File: src/hdl/uhcis_map.svh
`ifndef UHCIS_MAP_SVH
`define UHCIS_MAP_SVH

// host bus command codes
`define UHCIS_CODE_CS_RD        8'h02
`define UHCIS_CODE_CS_WR        8'h82
`define UHCIS_CODE_IS_RD        8'h03
`define UHCIS_CODE_IS_WR        8'h83

// command/status fields
`define UHCIS_CS_RESET_BIT      0
`define UHCIS_CS_OVR_LSB        16
`define UHCIS_CS_OVR_MSB        17
`define UHCIS_CS_RESET_VALUE    32'h00000000

// event flag positions
`define UHCIS_IS_OVERRUN        0
`define UHCIS_IS_FRAME_BEGIN    2
`define UHCIS_IS_RESUME         3
`define UHCIS_IS_FATAL          4
`define UHCIS_IS_FRAME_WRAP     5
`define UHCIS_IS_ROOT_HUB       6
`define UHCIS_IS_MSB            6
`define UHCIS_IS_RESET_VALUE    7'h00
`define UHCIS_IS_LIVE_MASK      7'h6D

// enable word and frame number
`define UHCIS_IE_MASTER         31
`define UHCIS_FN_MSB            15
`define UHCIS_NUM_PORTS         2

// timing
`define UHCIS_CLK_NS            50
`define UHCIS_TICK_NS           1000
`define UHCIS_TICK_CYCLES       (`UHCIS_TICK_NS / `UHCIS_CLK_NS)
`define UHCIS_SRST_MAX_MS       10
`define UHCIS_SRST_TICKS        (`UHCIS_SRST_MAX_MS * 1000000 / `UHCIS_TICK_NS)

`endif

File: src/hdl/uhcis_pkg.sv
`include "uhcis_map.svh"

package uhcis_pkg;

    typedef logic [`UHCIS_NUM_PORTS-1:0][31:0] uhcis_ports_t;

    typedef enum logic [1:0] {
        UHCIS_SR_IDLE = 2'b01,
        UHCIS_SR_BUSY = 2'b10
    } uhcis_srst_t;

    typedef struct packed {
        logic        cs_rd;
        logic        cs_wr;
        logic        is_rd;
        logic        is_wr;
        logic [31:0] wdata;
    } uhcis_dec_t;

    typedef struct packed {
        logic [4:0] count;
        logic       tick;
    } uhcis_tick_t;

    typedef struct packed {
        uhcis_srst_t  srst;
        logic [15:0]  srst_count;
        logic [1:0]   ovr_count;
        logic [`UHCIS_IS_MSB:0] flags;
        logic         primed;
        logic         fn_msb_prev;
        logic         resume_prev;
        logic [31:0]  hub_prev;
        uhcis_ports_t port_prev;
        logic         halt;
        logic         irq;
        logic [31:0]  rd_data;
        logic         rd_valid;
        logic         opreg_reset;
        logic         suspend_enter;
    } uhcis_state_t;

endpackage

File: src/hdl/uhcis_bus_if.sv
`timescale 1ns/1ps

interface uhcis_bus_if;
    logic        cs_rd;
    logic        cs_wr;
    logic        is_rd;
    logic        is_wr;
    logic [31:0] wdata;

    modport decoder (
        output cs_rd,
        output cs_wr,
        output is_rd,
        output is_wr,
        output wdata
    );

    modport regs (
        input cs_rd,
        input cs_wr,
        input is_rd,
        input is_wr,
        input wdata
    );
endinterface

File: src/hdl/uhcis_cmd_decode.sv
`timescale 1ns/1ps
`include "uhcis_map.svh"

module uhcis_cmd_decode (
    input  wire logic        clk,
    input  wire logic        rst_n,
    input  wire logic        strobe,
    input  wire logic [7:0]  code,
    input  wire logic [31:0] data,
    uhcis_bus_if.decoder     bus
);
    import uhcis_pkg::*;

    uhcis_dec_t state_reg;
    uhcis_dec_t state_next;

    function automatic logic code_hit(input logic [7:0] c,
                                      input logic [7:0] want);
        code_hit = (c == want);
    endfunction

    // unknown codes decode to nothing and are simply dropped
    always_comb begin
        state_next       = state_reg;
        state_next.cs_rd = strobe &&
                           code_hit(code, `UHCIS_CODE_CS_RD); // RULE15
        state_next.cs_wr = strobe &&
                           code_hit(code, `UHCIS_CODE_CS_WR); // RULE15
        state_next.is_rd = strobe &&
                           code_hit(code, `UHCIS_CODE_IS_RD); // RULE16
        state_next.is_wr = strobe &&
                           code_hit(code, `UHCIS_CODE_IS_WR); // RULE16
        if (strobe) begin
            state_next.wdata = data;
        end
    end

    always_ff @(posedge clk or negedge rst_n) begin
        if (!rst_n) begin
            state_reg <= '0;
        end else begin
            state_reg <= state_next;
        end
    end

    assign bus.cs_rd = state_reg.cs_rd;
    assign bus.cs_wr = state_reg.cs_wr;
    assign bus.is_rd = state_reg.is_rd;
    assign bus.is_wr = state_reg.is_wr;
    assign bus.wdata = state_reg.wdata;
endmodule

File: src/hdl/uhcis_tick.sv
`timescale 1ns/1ps
`include "uhcis_map.svh"

module uhcis_tick (
    input  wire logic clk,
    input  wire logic rst_n,
    input  wire logic clear,
    output logic      tick
);
    import uhcis_pkg::*;

    localparam logic [4:0] LAST = 5'(`UHCIS_TICK_CYCLES - 1);

    uhcis_tick_t state_reg;
    uhcis_tick_t state_next;

    // clear restarts the phase so a timed span starts on a clean tick
    always_comb begin
        state_next      = state_reg;
        state_next.tick = 1'b0;
        if (clear) begin
            state_next.count = 5'h00;
        end else if (state_reg.count == LAST) begin
            state_next.count = 5'h00;
            state_next.tick  = 1'b1;
        end else begin
            state_next.count = state_reg.count + 5'h01;
        end
    end

    always_ff @(posedge clk or negedge rst_n) begin
        if (!rst_n) begin
            state_reg <= '0;
        end else begin
            state_reg <= state_next;
        end
    end

    assign tick = state_reg.tick;
endmodule

File: src/hdl/uhcis_top.sv
// How it works
// (RULE1) two-bit overrun count at bits 17:16, resets zero, wraps
// (RULE2) count bumps on every overrun even with its flag already set
// (RULE3) frame end without periodic list done bumps count and sets flag 0
// (RULE4) reset bit starts soft reset: suspend entered, registers cleared
// (RULE5) soft reset completes within 10 ms, then reset bit clears itself
// (RULE6) soft reset leaves root hub alone and drives no port reset
// (RULE7) command/status writes set ones, ignore zeros; reads show everything
// (RULE8) events set their flag; hardware never clears a flag
// (RULE9) interrupt while an enabled flag is set and master gate is on
// (RULE10) writing one clears a flag, zero leaves it; writes never set
// (RULE11) root hub or port status change sets flag 6
// (RULE12) frame number bit 15 toggling either way sets flag 5
// (RULE13) system error halts processing until the controller is reset
// (RULE14) fatal system error flag always reads zero in this variant
// (RULE15) command/status read with code 02, written with code 82
// (RULE16) event flags read with code 03, written with code 83
// (RULE17) frame begin flag 2 set when the frame start token goes out
// (RULE18) resume flag 3 set on device resume onset, not software resume
// (RULE19) enable word bit 31 is the master interrupt gate
// (RULE20) reserved bits read zero and ignore writes
`timescale 1ns/1ps
`include "uhcis_map.svh"

module uhcis_top #(
    parameter int SRST_TICKS = `UHCIS_SRST_TICKS
) (
    input  wire logic                  CLK,
    input  wire logic                  RSTN,
    input  wire logic                  CMD_STROBE,
    input  wire logic [7:0]            CMD_CODE,
    input  wire logic [31:0]           WR_DATA,
    output logic [31:0]                RD_DATA,
    output logic                       RD_VALID,
    input  wire logic                  FRAME_END,
    input  wire logic                  PERIODIC_DONE,
    input  wire logic                  FRAME_START,
    input  wire logic [15:0]           FRAME_NUMBER,
    input  wire logic [31:0]           ROOT_HUB_STATUS,
    input  wire uhcis_pkg::uhcis_ports_t DOWNSTREAM_PORT_STATUS,
    input  wire logic                  RESUME_SIGNALING,
    input  wire logic                  SW_RESUME_CMD,
    input  wire logic                  SYSTEM_ERROR,
    input  wire logic [31:0]           IRQ_ENABLE,
    output logic                       IRQ,
    output logic                       OPREG_RESET,
    output logic                       SUSPEND_ENTER,
    output logic                       HALT
);
    import uhcis_pkg::*;

    localparam logic [15:0] SRST_LAST = 16'(SRST_TICKS - 1);

    logic [1:0]   rst_sync;
    logic         rst_n;
    logic         tick;
    logic         tick_clear;
    logic         hub_changed;
    logic [`UHCIS_NUM_PORTS-1:0] port_changed;
    uhcis_state_t state_reg;
    uhcis_state_t state_next;

    uhcis_bus_if bus ();

    // release of reset goes through two flops, assertion stays immediate
    always_ff @(posedge CLK or negedge RSTN) begin
        if (!RSTN) begin
            rst_sync <= 2'b00;
        end else begin
            rst_sync <= {rst_sync[0], 1'b1};
        end
    end
    assign rst_n = rst_sync[1];

    uhcis_cmd_decode u_decode (
        .clk    (CLK),
        .rst_n  (rst_n),
        .strobe (CMD_STROBE),
        .code   (CMD_CODE),
        .data   (WR_DATA),
        .bus    (bus.decoder)
    );

    uhcis_tick u_tick (
        .clk   (CLK),
        .rst_n (rst_n),
        .clear (tick_clear),
        .tick  (tick)
    );

    // the microsecond divider restarts when a soft reset begins
    assign tick_clear = (state_reg.srst == UHCIS_SR_IDLE) && bus.cs_wr &&
                        bus.wdata[`UHCIS_CS_RESET_BIT];

    assign hub_changed = state_reg.primed &&
                         (ROOT_HUB_STATUS != state_reg.hub_prev);

    genvar gi;
    generate
        for (gi = 0; gi < `UHCIS_NUM_PORTS; gi++) begin : g_port
            assign port_changed[gi] = state_reg.primed &&
                (DOWNSTREAM_PORT_STATUS[gi] != state_reg.port_prev[gi]);
        end
    endgenerate

    always_comb begin
        logic [`UHCIS_IS_MSB:0] set_v;
        logic [`UHCIS_IS_MSB:0] clr_v;
        logic [`UHCIS_IS_MSB:0] en_v;
        logic                   overrun;
        logic                   srst_start;
        logic [31:0]            cs_word;
        set_v      = '0;
        clr_v      = '0;
        en_v       = '0;
        overrun    = 1'b0;
        srst_start = 1'b0;
        cs_word    = '0;
        state_next = state_reg;
        state_next.rd_valid      = 1'b0;
        state_next.opreg_reset   = 1'b0;
        state_next.suspend_enter = 1'b0;

        // history for the change and edge detectors
        state_next.primed      = 1'b1;
        state_next.fn_msb_prev = FRAME_NUMBER[`UHCIS_FN_MSB];
        state_next.resume_prev = RESUME_SIGNALING;
        state_next.hub_prev    = ROOT_HUB_STATUS;
        state_next.port_prev   = DOWNSTREAM_PORT_STATUS;

        overrun = FRAME_END && !PERIODIC_DONE; // RULE3

        set_v[`UHCIS_IS_OVERRUN] = overrun; // RULE3
        set_v[`UHCIS_IS_FRAME_BEGIN] = FRAME_START; // RULE17
        // a resume the software ordered itself is not reported back
        set_v[`UHCIS_IS_RESUME] = RESUME_SIGNALING && // RULE18
                                  !state_reg.resume_prev && !SW_RESUME_CMD;
        set_v[`UHCIS_IS_FATAL] = 1'b0; // RULE14
        set_v[`UHCIS_IS_FRAME_WRAP] = state_reg.primed && // RULE12
            (FRAME_NUMBER[`UHCIS_FN_MSB] != state_reg.fn_msb_prev);
        set_v[`UHCIS_IS_ROOT_HUB] = hub_changed || (|port_changed); // RULE11

        // overrun counter, independent of the flag state
        if (overrun) begin
            state_next.ovr_count = state_reg.ovr_count + 2'b01; // RULE1 RULE2
        end

        // command/status write: only the reset bit is writable
        srst_start = bus.cs_wr && bus.wdata[`UHCIS_CS_RESET_BIT] && // RULE7
                     (state_reg.srst == UHCIS_SR_IDLE);

        // event flag write clears the ones, zeros are left alone
        if (bus.is_wr) begin
            clr_v = bus.wdata[`UHCIS_IS_MSB:0]; // RULE10
        end

        case (state_reg.srst)
            UHCIS_SR_IDLE: begin
                if (srst_start) begin
                    // hub and port logic sit outside this reset
                    state_next.srst          = UHCIS_SR_BUSY; // RULE4 RULE6
                    state_next.srst_count    = 16'h0000;
                    state_next.opreg_reset   = 1'b1; // RULE4
                    state_next.suspend_enter = 1'b1; // RULE4
                    state_next.ovr_count     = overrun ? 2'b01 : 2'b00;
                    clr_v = {(`UHCIS_IS_MSB+1){1'b1}}; // RULE4
                end
            end
            UHCIS_SR_BUSY: begin
                if (tick) begin
                    if (state_reg.srst_count == SRST_LAST) begin
                        state_next.srst = UHCIS_SR_IDLE; // RULE5
                        state_next.halt = 1'b0; // RULE13
                    end else begin
                        state_next.srst_count =
                            state_reg.srst_count + 16'h0001;
                    end
                end
            end
            default: begin
                state_next.srst = UHCIS_SR_IDLE;
            end
        endcase

        // halt holds until a soft reset has run its course
        if (SYSTEM_ERROR) begin
            state_next.halt = 1'b1; // RULE13
        end

        // set wins over a clear landing in the same cycle
        state_next.flags = ((state_reg.flags & ~clr_v) | set_v) & // RULE8
                           `UHCIS_IS_LIVE_MASK; // RULE20

        en_v = IRQ_ENABLE[`UHCIS_IS_MSB:0];
        state_next.irq = IRQ_ENABLE[`UHCIS_IE_MASTER] && // RULE19
                         (|(state_reg.flags & en_v)); // RULE9

        cs_word[`UHCIS_CS_RESET_BIT] = (state_reg.srst == UHCIS_SR_BUSY);
        cs_word[`UHCIS_CS_OVR_MSB:`UHCIS_CS_OVR_LSB] = state_reg.ovr_count;

        if (bus.cs_rd) begin
            state_next.rd_data  = cs_word; // RULE7 RULE20
            state_next.rd_valid = 1'b1;
        end else if (bus.is_rd) begin
            state_next.rd_data  = {25'h0000000, state_reg.flags}; // RULE20
            state_next.rd_valid = 1'b1;
        end
    end

    always_ff @(posedge CLK or negedge rst_n) begin
        if (!rst_n) begin
            state_reg             <= '0;
            state_reg.srst        <= UHCIS_SR_IDLE;
            state_reg.ovr_count   <= 2'b00; // RULE1
            state_reg.flags       <= `UHCIS_IS_RESET_VALUE;
        end else begin
            state_reg <= state_next;
        end
    end

    assign RD_DATA       = state_reg.rd_data;
    assign RD_VALID      = state_reg.rd_valid;
    assign IRQ           = state_reg.irq;
    assign OPREG_RESET   = state_reg.opreg_reset;
    assign SUSPEND_ENTER = state_reg.suspend_enter;
    assign HALT          = state_reg.halt;
endmodule

File: config.mk
export PLATFORM = sky130hd
export DESIGN_NAME = uhcis_top
export DESIGN_NICKNAME = d
export VERILOG_FILES = /design/src/hdl/uhcis_pkg.sv /design/src/hdl/uhcis_bus_if.sv /design/src/hdl/uhcis_cmd_decode.sv /design/src/hdl/uhcis_tick.sv /design/src/hdl/uhcis_top.sv
export VERILOG_INCLUDE_DIRS = /design/src /design/src/hdl
export SDC_FILE = /design/constraint.sdc
export NUM_CORES = 1
export LEC_CHECK = 0
export ABC_AREA = 1
export BUFFER_PORTS_ARGS = -buffer_cell sky130_fd_sc_hd__buf_4
export CORE_ASPECT_RATIO = 2
export CORE_MARGIN = 4
export CORE_UTILIZATION = 45
export CTS_CLUSTER_SIZE = 30
export DETAILED_ROUTE_END_ITERATION = 8
export PLACE_DENSITY = 0.75
export SLEW_MARGIN = 25
export SYNTH_ARGS = -nofsm -noshare
export SYNTH_HDL_FRONTEND = slang
export SYNTH_SLANG_ARGS = --single-unit
export TNS_END_PERCENT = 30
File: constraint.sdc
create_clock -name CLK -period 4.4 [get_ports CLK]
set_clock_uncertainty 0.1 [all_clocks]
set_input_delay 0 -clock CLK [delete_from_list [all_inputs] [get_ports CLK]]
set_output_delay 0 -clock CLK [all_outputs]
set_load 0.05 [all_outputs]
==> results.py, run 1 <==
metrics = {
    "critical_path": {
        "cpPeakStageDelay_ns": 0.59,
        "cp-start-kind": "input port",
        "cp_cell_sequence": "dlygate4sd3_1 > buf_4 > nor2_1 > nand3b_1 > dlygate4sd3_1 > nor2_1 > dlygate4sd3_1",
        "ff2ff_setup_slack_ns": 2.54,
        "worst-path-buf-inv": 4,
        "cp_data_arrival_time_ns": 2.22,
        "crit_type": "input port to flop",
        "cpMaxStageDelayCell": "dlygate4sd3_1",
        "cp.required_ns": 4.66,
        "reg2regPathDepth": 9,
        "r2r_end": "state_reg[145]",
        "crit_top_cell": "dlygate4sd3_1",
        "worstSetupEndpointType": "flop",
        "r2r-start": "state_reg[145]",
        "crit_family": "buffers and inverters",
        "path_max_fanout": 2,
    },
    "clock_network": {
        "cts_tree": "done",
        "worstSkewPairLatency_ns": 0.43,
        "htreeDepth": 4,
        "clk_pin_slew_ns": 0.06,
        "root_buffer": "clkbuf_16",
        "cts_resized": 0,
        "clockBufferDepth": 2,
        "cts.sinks": 152,
        "cts_made_buffers": 17,
    },
    "timing": {
        "tightestPinTransition_ns": 0.522,
        "min_period_ns": 1.96,
        "min_period_over_period": 0.445,
        "setup_viol_count_final": 0,
        "finalHoldViolations": 0,
        "grt_setup_unrepaired": "no",
        "tns_ns": 0,
        "fmax_ghz": 0.511,
        "drv_slew": 0,
        "relSlewSlack": 0.652,
    },
    "placement": {
        "dp_hpwl_mm": 11.4,
        "gp_congestion": 0.844,
        "io_buffers": 136,
        "dp.cells": 1181,
    },
    "yosys": {
        "yosys-top-cells-area": "dfrtp_1 (54%), nand2_1 (13%), nor2_1 (8.2%), inv_1 (7.3%), xor2_1 (4.7%)",
        "ys_ff_latch": 152,
        "syn_avg_cell_area_sq_um": 8.23,
        "yosys_warnings": 0,
        "ys.flop_type": "dfrtp_1",
        "netlist_area_sq_um": 7040,
        "synth_top_area_cell": "dfrtp_1",
        "synth.top_cell.area_share": 0.537,
        "synth-seq-area-share": 0.540,
        "synthCells": 856,
        "synth_cell_type_count": 37,
        "synthArstFlopShare": 1.00,
        "synth_edf_count": 0,
    },
    "detailed_routing": {
        "vias": 6264,
        "wl_mm": 18.4,
        "routed_via_density": 4.64,
        "first_pass_iters": 6,
        "drcViolationCount": 0,
        "dr.first_iter.drc_count": 255,
        "wl_per_cell_um": 13.6,
        "postRouteAntennaNets": 0,
    },
    "power": {
        "vdd_ir_drop_max_mv": 0.295,
        "leakage_nw": 5.37,
        "power_density_nw_per_um2": 402,
    },
    "grt": {
        "grt_max_degree": 77,
        "grt_pass1_vias": 6602,
        "gr-usage-all-layers": 0.218,
        "grt_pass1_wl_mm": 29.7,
        "grt_overflow": 0,
        "antenna_found_initial": 2,
    },
    "finish": {
        "layout.cells.non_filler": 1350,
        "final_common_cell": "nand2_1",
        "num-fill-cells": 1176,
        "largest_reg_flops": 124,
        "drive_above_1_share": 0.164,
        "final_cell_mix": "nand2_1 (251), nor2_1 (154), dfrtp_1 (150), inv_1 (137), buf_4 (136)",
        "fin_util": 0.660,
        "syn_to_final_growth_pct": 44.1,
        "nNetsFinal": 1331,
    },
    "die": {
        "die_w_um": 96.5,
        "boundaryPins": 230,
        "coreArea_sq_um": 15400,
        "die-height_um": 185,
        "dieArea_sq_um": 17800,
        "rows": 64,
        "start_util": 0.458,
    },
    "outcome": {
        "outcome": "completed",
    },
    "hold_path": {
        "holdPathEnd": "state_reg[125]",
        "hp-class": "input port to flop",
        "min_from": "ROOT_HUB_STATUS[24]",
        "hold_depth": 2,
    },
    "job": {
        "cap_violations": 0,
    },
}
## power breakdown
| part | switching, mW | internal (mW) | leakage [nW] |
|---|---|---|---|
| Sequential | 0.0967 | 1.53 | 1.84 |
| Clock | 0.585 | 1.00 | 0.299 |
| Combinational | 0.518 | 0.342 | 3.24 |
## stage by stage
step / setup slack (ns) / power [mW] / area [sq um] / hold slack, ns
after floorplan: 1.78 / 2.21 / 7140 / -0.396
after CTS: 2.53 / 4.07 / 10100 / 0.121
final: 2.44 / 4.08 / 10200 / 0.140
after detailed placement: 2.55 / 2.39 / 8160 / -0.317
after global placement: 2.54 / 2.37 / 8160 / -0.318
after global routing: 2.33 / 4.27 / 10100 / 0.133
## timing repair
action	CTS	global route
hold buffers	133	0
buffers inserted	0	0
hold endpoints to repair	117	0
## worst register-to-register path: stages (launching register included)
cell and delay, ns:
dfrtp_1 0.38, ha_1 0.22, nand2_1 0.12, nor2_2 0.23, nand3_1 0.16, nand3_2 0.17, nand2_8 0.13, inv_6 0.15
nand2_1 0.06, o21ai_0 0.07
## layout make-up
cell class                 instances  area [sq um]  share of cell area
clock buffer                      19           433              0.0426
tap                              198           248              0.0244
clock inverter                    13           204              0.0201
antenna                            3          7.51            0.000740
inverter                         142           548              0.0540
timing repair buffer             271          2390               0.236
sequential                       152          3810               0.375
multi-input combinational        552          2510               0.247
## kinds of logic after synthesis
logic type,after synthesis,synth area share
buffers and inverters,177,0.117
xor gates and xnor gates,40,0.0497
AOI/OAI and AO/OA,31,0.0290
other,2,0.00107
DFF,152,0.540
adders and majority gates,2,0.00355
and+or+nand+nor,452,0.260
## synth_stat cells (all sizes together), types with 2 or more instances
| master | count |
|---|---|
| a21oi | 3 |
| o21ai | 20 |
| nand3b | 2 |
| nor2 | 159 |
| conb | 2 |
| a22o | 3 |
| dfrtp | 151 |
| nor3 | 5 |
| nand2 | 252 |
| nand4 | 8 |
| ha | 2 |
| xor2 | 38 |
| buf | 35 |
| nand3 | 24 |
| xnor2 | 2 |
| inv | 142 |
## per-layer routing
| layer | track usage | share of wire |
|---|---|---|
| met5 | 0 | 0 |
| met4 | 0.120 | 0.045 |
| met2 | 0.415 | 0.59 |
| met3 | 0.0467 | 0.039 |
| met1 | 0.208 | 0.33 |
## worst max path at each step
stage,startpoint,endpoint,slack [ns],cells past startpoint
2_1_floorplan,rst_sync[1],HALT,1.78,0
3_3_place_gp,state_reg[145],state_reg[145],2.54,9
3_5_place_dp,state_reg[145],state_reg[145],2.55,9
4_1_cts,state_reg[145],state_reg[145],2.53,9
5_1_grt,state_reg[145],state_reg[145],2.33,9
6_report,CMD_CODE[6],u_decode.bus.is_rd,2.44,7
No activity file was read; power rests on OpenSTA's default activity.
==> inputs of run 2 (changes only) <==
PLACE_DENSITY = 0.72   (was 0.75)
clock period = 1.92 ns   (was 4.4 ns; I/O delays follow)
==> run 2 against run 1 <==
Combinational power grew 130%. Clock power grew 99%. Global-route usage grew 0.15 points. Sequential share of layout area shrank 0.23 points. First-iteration DRC count shrank 17%. Critical path depth is the same. Non-clock buffer count grew 13. Highest routed layer unchanged. Cell count grew 0.96%. Largest power group unchanged.
==> results.py, run 2 (synthesized netlist as in run 1, its figures left out) <==
metrics = {
    "finish": {
        "syn_to_final_growth_pct": 45.0,
        "nNetsFinal": 1344,
        "num-fill-cells": 1147,
        "final_area_sq_um": 10200,
        "final_common_cell": "nand2_1",
        "largest_reg_flops": 124,
        "final_cell_mix": "nand2_1 (251), nor2_1 (152), dfrtp_1 (150), buf_4 (145), inv_1 (137)",
        "drive_above_1_share": 0.174,
    },
    "die": {
        "rows": 64,
        "dieArea_sq_um": 17800,
        "coreArea_sq_um": 15400,
        "start_util": 0.458,
        "boundaryPins": 230,
        "die_w_um": 96.5,
        "die-height_um": 185,
    },
    "timing": {
        "hold_slack_ns": 0.128,
        "min_period_over_period": 0.992,
        "tns_ns": 0,
        "tightestPinTransition_ns": 0.537,
        "setup_viol_count_final": 0,
        "finalHoldViolations": 0,
        "grt_setup_unrepaired": "no",
        "relSlewSlack": 0.642,
        "drv_slew": 0,
        "min_period_ns": 1.91,
        "fmax_ghz": 0.525,
    },
    "clock_network": {
        "root_buffer": "clkbuf_16",
        "clockBufferDepth": 2,
        "htreeDepth": 4,
        "cts_made_buffers": 17,
        "clk_pin_slew_ns": 0.07,
        "cts_tree": "done",
        "cts.sinks": 152,
        "worstSkewPairLatency_ns": 0.43,
    },
    "power": {
        "leakage_nw": 5.41,
        "switching_share": 0.307,
        "internal_power_mw": 6.16,
        "power.share.clock": 0.355,
        "power_density_nw_per_um2": 871,
        "pwr-share-seq": 0.417,
        "p_comb_frac": 0.228,
        "vdd_ir_drop_max_mv": 0.859,
        "p_switching_mw": 2.73,
    },
    "critical_path": {
        "worstSetupEndpointType": "flop",
        "path_max_fanout": 2,
        "cp_data_arrival_time_ns": 2.17,
        "cp.required_ns": 2.18,
        "crit_type": "input port to flop",
        "cp-start-kind": "input port",
    },
    "grt": {
        "grt_overflow": 0,
        "grt_pass1_wl_mm": 29.9,
        "grt_pass1_vias": 6645,
        "gr-usage-all-layers": 0.220,
        "antenna_found_initial": 3,
        "grt_max_degree": 34,
    },
    "placement": {
        "placed_cell_area_sq_um": 8300,
        "dp_hpwl_mm": 11.9,
        "gp_congestion": 0.905,
        "io_buffers": 136,
    },
    "detailed_routing": {
        "dr.first_iter.drc_count": 212,
        "drcViolationCount": 0,
        "routed_via_density": 4.58,
        "vias": 6243,
        "postRouteAntennaNets": 0,
        "first_pass_iters": 5,
        "wl_mm": 18.4,
        "wl_per_cell_um": 13.5,
    },
    "job": {
        "cap_violations": 0,
    },
    "outcome": {
        "outcome": "completed",
    },
    "hold_path": {
        "hp-class": "input port to flop",
    },
}
## run 2: changes by cell type in the layout (fill, tap and decap cells not counted)
cell	delta
buf_4	+9
dlymetal6s4s_1	+1
clkinvlp_4	+2
nor2_1	-2
bufinv_16	-4
clkbuf_1	+1
buf_12	+3
clkinv_2	-1
clkbuf_8	+1
nor2_2	+2
clkinv_4	+1
## run 2: worst paths after layout
check | slack (ns) | to | depth (start not counted) | startpoint
worst max-delay path | 0.01 | u_decode.bus.is_rd | 7 | CMD_CODE[6]
worst min-delay path | 0.13 | state_reg[128] | 2 | ROOT_HUB_STATUS[27]
worst max register to register | 0.17 | state_reg[145] | 9 | state_reg[145]
worst min register to register | 0.21 | state_reg[65] | 0 | rst_sync[1]
max in group asynchronous | 0.92 | state_reg[50] | 1 | rst_sync[1]
min in group asynchronous | 0.21 | state_reg[65] | 0 | rst_sync[1]
## run 2: what timing repair did
action | in CTS | in global routing
endpoints found under the setup margin | 0 | 3
gates resized for setup | 0 | 3
hold buffers | 134 | 0
setup buffers | 0 | 0
endpoints found under the hold margin | 117 | 0
## run 2: per-layer routing
layer / vias up / GRT usage / routed length [um]
li1: 3092 / - / -
met3: 74 / 0.0488 / 722
met2: 190 / 0.407 / 10700
met5: - / 0 / 0
met1: 2887 / 0.216 / 6140
met4: 0 / 0.124 / 816
## run 2: power groups by stage
stage                     clock (mW)  combinational, mW  sequential, mW
after floorplan                    0               1.29            3.79
after global placement             0               1.74            3.75
after detailed placement           0               1.78            3.76
after CTS                       3.21               2.01            3.70
after global routing            3.36               2.24            3.74
final                           3.16               2.02            3.71
## run 2: worst max-delay path, cell delays in order
cell,delay (ns)
dlygate4sd3_1,0.54
buf_4,0.14
nor2_2,0.14
nand3b_1,0.10
dlygate4sd3_1,0.60
nor2_1,0.10
dlygate4sd3_1,0.55
## run 2: cell type report
type | count | area, sq um | share of cell area
repair buffers | 284 | 2530 | 0.248
multi-input cells | 552 | 2510 | 0.246
well taps | 198 | 248 | 0.0243
clock buffers | 21 | 450 | 0.0441
inverters | 142 | 548 | 0.0537
flip-flops and latches | 152 | 3810 | 0.373
diodes | 3 | 7.51 | 0.000735
clock inverters | 11 | 103 | 0.0100
## run 2: per-stage QoR
step	worst slack, ns	std cells	util	power (mW)
after floorplan	0.233	881	-	5.07
after global placement	0.214	1194	0.540	5.49
after detailed placement	0.191	1194	0.540	5.54
after CTS	0.00832	1360	0.663	8.92
after global routing	0.00135	1363	0.664	9.34
final	0.0148	1363	0.664	8.89
==> inputs of run 3 (changes only) <==
CORE_UTILIZATION = 51   (was 45)
PLACE_DENSITY = 0.8   (was 0.72)
==> run 3 against run 2 <==
The run now ends with setup timing left. First-iteration DRC count rose by 48%. Design area fell by 1.0%. Highest routed layer unchanged. Clock-buffer cell count fell by 3. Via count rose by 2.0%.
==> results.py, run 3 (synthesized netlist as in run 1, its figures left out) <==
metrics = {
    "power": {
        "power_density_nw_per_um2": 915,
        "p_switching_mw": 2.91,
        "pwr-share-seq": 0.402,
        "leakage_nw": 5.39,
        "vdd_ir_drop_max_mv": 0.757,
        "internal_power_mw": 6.34,
        "power.share.clock": 0.377,
        "switching_share": 0.315,
        "p_comb_frac": 0.220,
    },
    "detailed_routing": {
        "vias": 6367,
        "drcViolationCount": 0,
        "dr.first_iter.drc_count": 314,
        "postRouteAntennaNets": 0,
        "wl_mm": 19.5,
        "routed_via_density": 4.85,
        "wl_per_cell_um": 14.8,
        "first_pass_iters": 4,
    },
    "critical_path": {
        "r2r-start": "state_reg[145]",
        "ff2ff_setup_slack_ns": 0.14,
        "crit_type": "input port to flop",
        "worstSetupEndpointType": "flop",
        "cp.required_ns": 2.17,
        "cp_data_arrival_time_ns": 2.21,
        "r2r_end": "state_reg[159]",
        "cp-start-kind": "input port",
        "reg2regPathDepth": 8,
        "path_max_fanout": 2,
    },
    "grt": {
        "grtUsageMet1": 0.236,
        "grtUsageMet3": 0.0533,
        "use_met2": 0.493,
        "grt_pass1_wl_mm": 32.3,
        "grt_overflow": 0,
        "grt_busiest_layer": "met2",
        "grt_pass1_vias": 7181,
        "antenna_found_initial": 3,
        "grt_max_degree": 57,
        "gr-usage-all-layers": 0.257,
    },
    "job": {
        "cap_violations": 0,
    },
    "finish": {
        "nNetsFinal": 1335,
        "final_cell_mix": "nand2_1 (251), nor2_1 (153), dfrtp_1 (150), buf_4 (141), inv_1 (137)",
        "syn_to_final_growth_pct": 43.5,
        "num-fill-cells": 861,
        "largest_reg_flops": 124,
        "drive_above_1_share": 0.171,
        "final_common_cell": "nand2_1",
        "layout.cells.non_filler": 1312,
    },
    "timing": {
        "min_period_ns": 1.97,
        "tightestPinTransition_ns": 0.495,
        "fmax_ghz": 0.508,
        "setup_viol_count_final": 2,
        "relSlewSlack": 0.668,
        "grt_setup_unrepaired": "no",
        "drv_slew": 0,
        "finalHoldViolations": 0,
        "min_period_over_period": 1.02,
        "hold_slack_ns": 0.127,
        "setup_ws_ns": -0.0473,
    },
    "clock_network": {
        "root_buffer": "clkbuf_16",
        "cts_tree": "done",
        "cts.sinks": 152,
        "cts_made_buffers": 17,
        "htreeDepth": 4,
        "clockBufferDepth": 2,
        "worstSkewPairLatency_ns": 0.42,
        "clk_pin_slew_ns": 0.07,
    },
    "hold_path": {
        "hp-class": "flop to async pin",
    },
    "placement": {
        "dp.cells": 1144,
        "io_buffers": 136,
        "gp_congestion": 0.950,
        "dp_hpwl_mm": 11.3,
    },
    "outcome": {
        "outcome": "finished, violations left",
        "violations": "setup timing",
    },
    "die": {
        "boundaryPins": 230,
        "die_w_um": 91.1,
        "rows": 60,
        "start_util": 0.521,
        "dieArea_sq_um": 15900,
        "coreArea_sq_um": 13500,
        "die-height_um": 174,
    },
}
==> run 3: cell count changes in the layout (fill, tap and decap cells not counted), moves of 2 or more <==
cell,previous run,this run
inv_6,2,7
buf_4,145,141
clkinvlp_4,6,2
buf_12,5,2
clkbuf_1,3,0
inv_8,0,3
clkinv_2,2,0
==> run 3: cell type report <==
type                       instances  area, sq um  share of cell area
timing repair buffer             275         2420               0.239
tap                              155          194              0.0192
multi-input combinational        552         2510               0.249
clock buffer                      18          439              0.0434
sequential                       152         3810               0.377
clock inverter                    14          178              0.0176
antenna                            4         10.0            0.000990
inverter                         142          548              0.0542
==> run 3: critical path: stages <==
cell           delay (ns)
dlygate4sd3_1        0.55
buf_4                0.14
nor2_2               0.15
dlygate4sd3_1        0.58
nand3_1              0.06
dlygate4sd3_1        0.60
nor2_1               0.13
==> run 3: worst max path at each step <==
stage                     cells past startpoint           start            endpoint
after floorplan                               0     rst_sync[1]                HALT
after global placement                        8  state_reg[145]      state_reg[159]
after detailed placement                      8  state_reg[145]      state_reg[159]
after CTS                                     7     CMD_CODE[6]  u_decode.bus.cs_wr
after global routing                          7     CMD_CODE[6]  u_decode.bus.cs_wr
final                                         7     CMD_CODE[6]  u_decode.bus.cs_wr
==> run 3: what timing repair did <==
item | in CTS | in global routing
setup buffers | 0 | 0
gates resized for setup | 0 | 1
hold buffers | 132 | 0
endpoints found under the setup margin | 0 | 3
hold endpoints to repair | 117 | 0
==> run 3: metrics by stage <==
step / area (sq um) / utilization / setup TNS [ns] / power [mW] / setup WS [ns]
after CTS: 10100 / 0.747 / 0 / 9.24 / 0.0326
after floorplan: 7140 / - / 0 / 5.07 / 0.233
after global placement: 8160 / 0.604 / 0 / 5.47 / 0.201
final: 10100 / 0.748 / -0.0894 / 9.25 / -0.0473
after global routing: 10100 / 0.748 / 0 / 9.71 / 0.000685
after detailed placement: 8160 / 0.604 / 0 / 5.53 / 0.157
==> run 3: power groups by stage <==
stage | Combinational, mW | Clock (mW) | Sequential [mW]
2_1_floorplan | 1.29 | 0 | 3.79
3_3_place_gp | 1.72 | 0 | 3.75
3_5_place_dp | 1.77 | 0 | 3.77
4_1_cts | 2.00 | 3.53 | 3.71
5_1_grt | 2.26 | 3.70 | 3.76
6_report | 2.04 | 3.49 | 3.72
==> run 3: per-layer routing <==
metal	share of wire	routed length, um
met3	0.042	810
met4	0.059	1160
met1	0.32	6180
met2	0.58	11300
met5	0	0
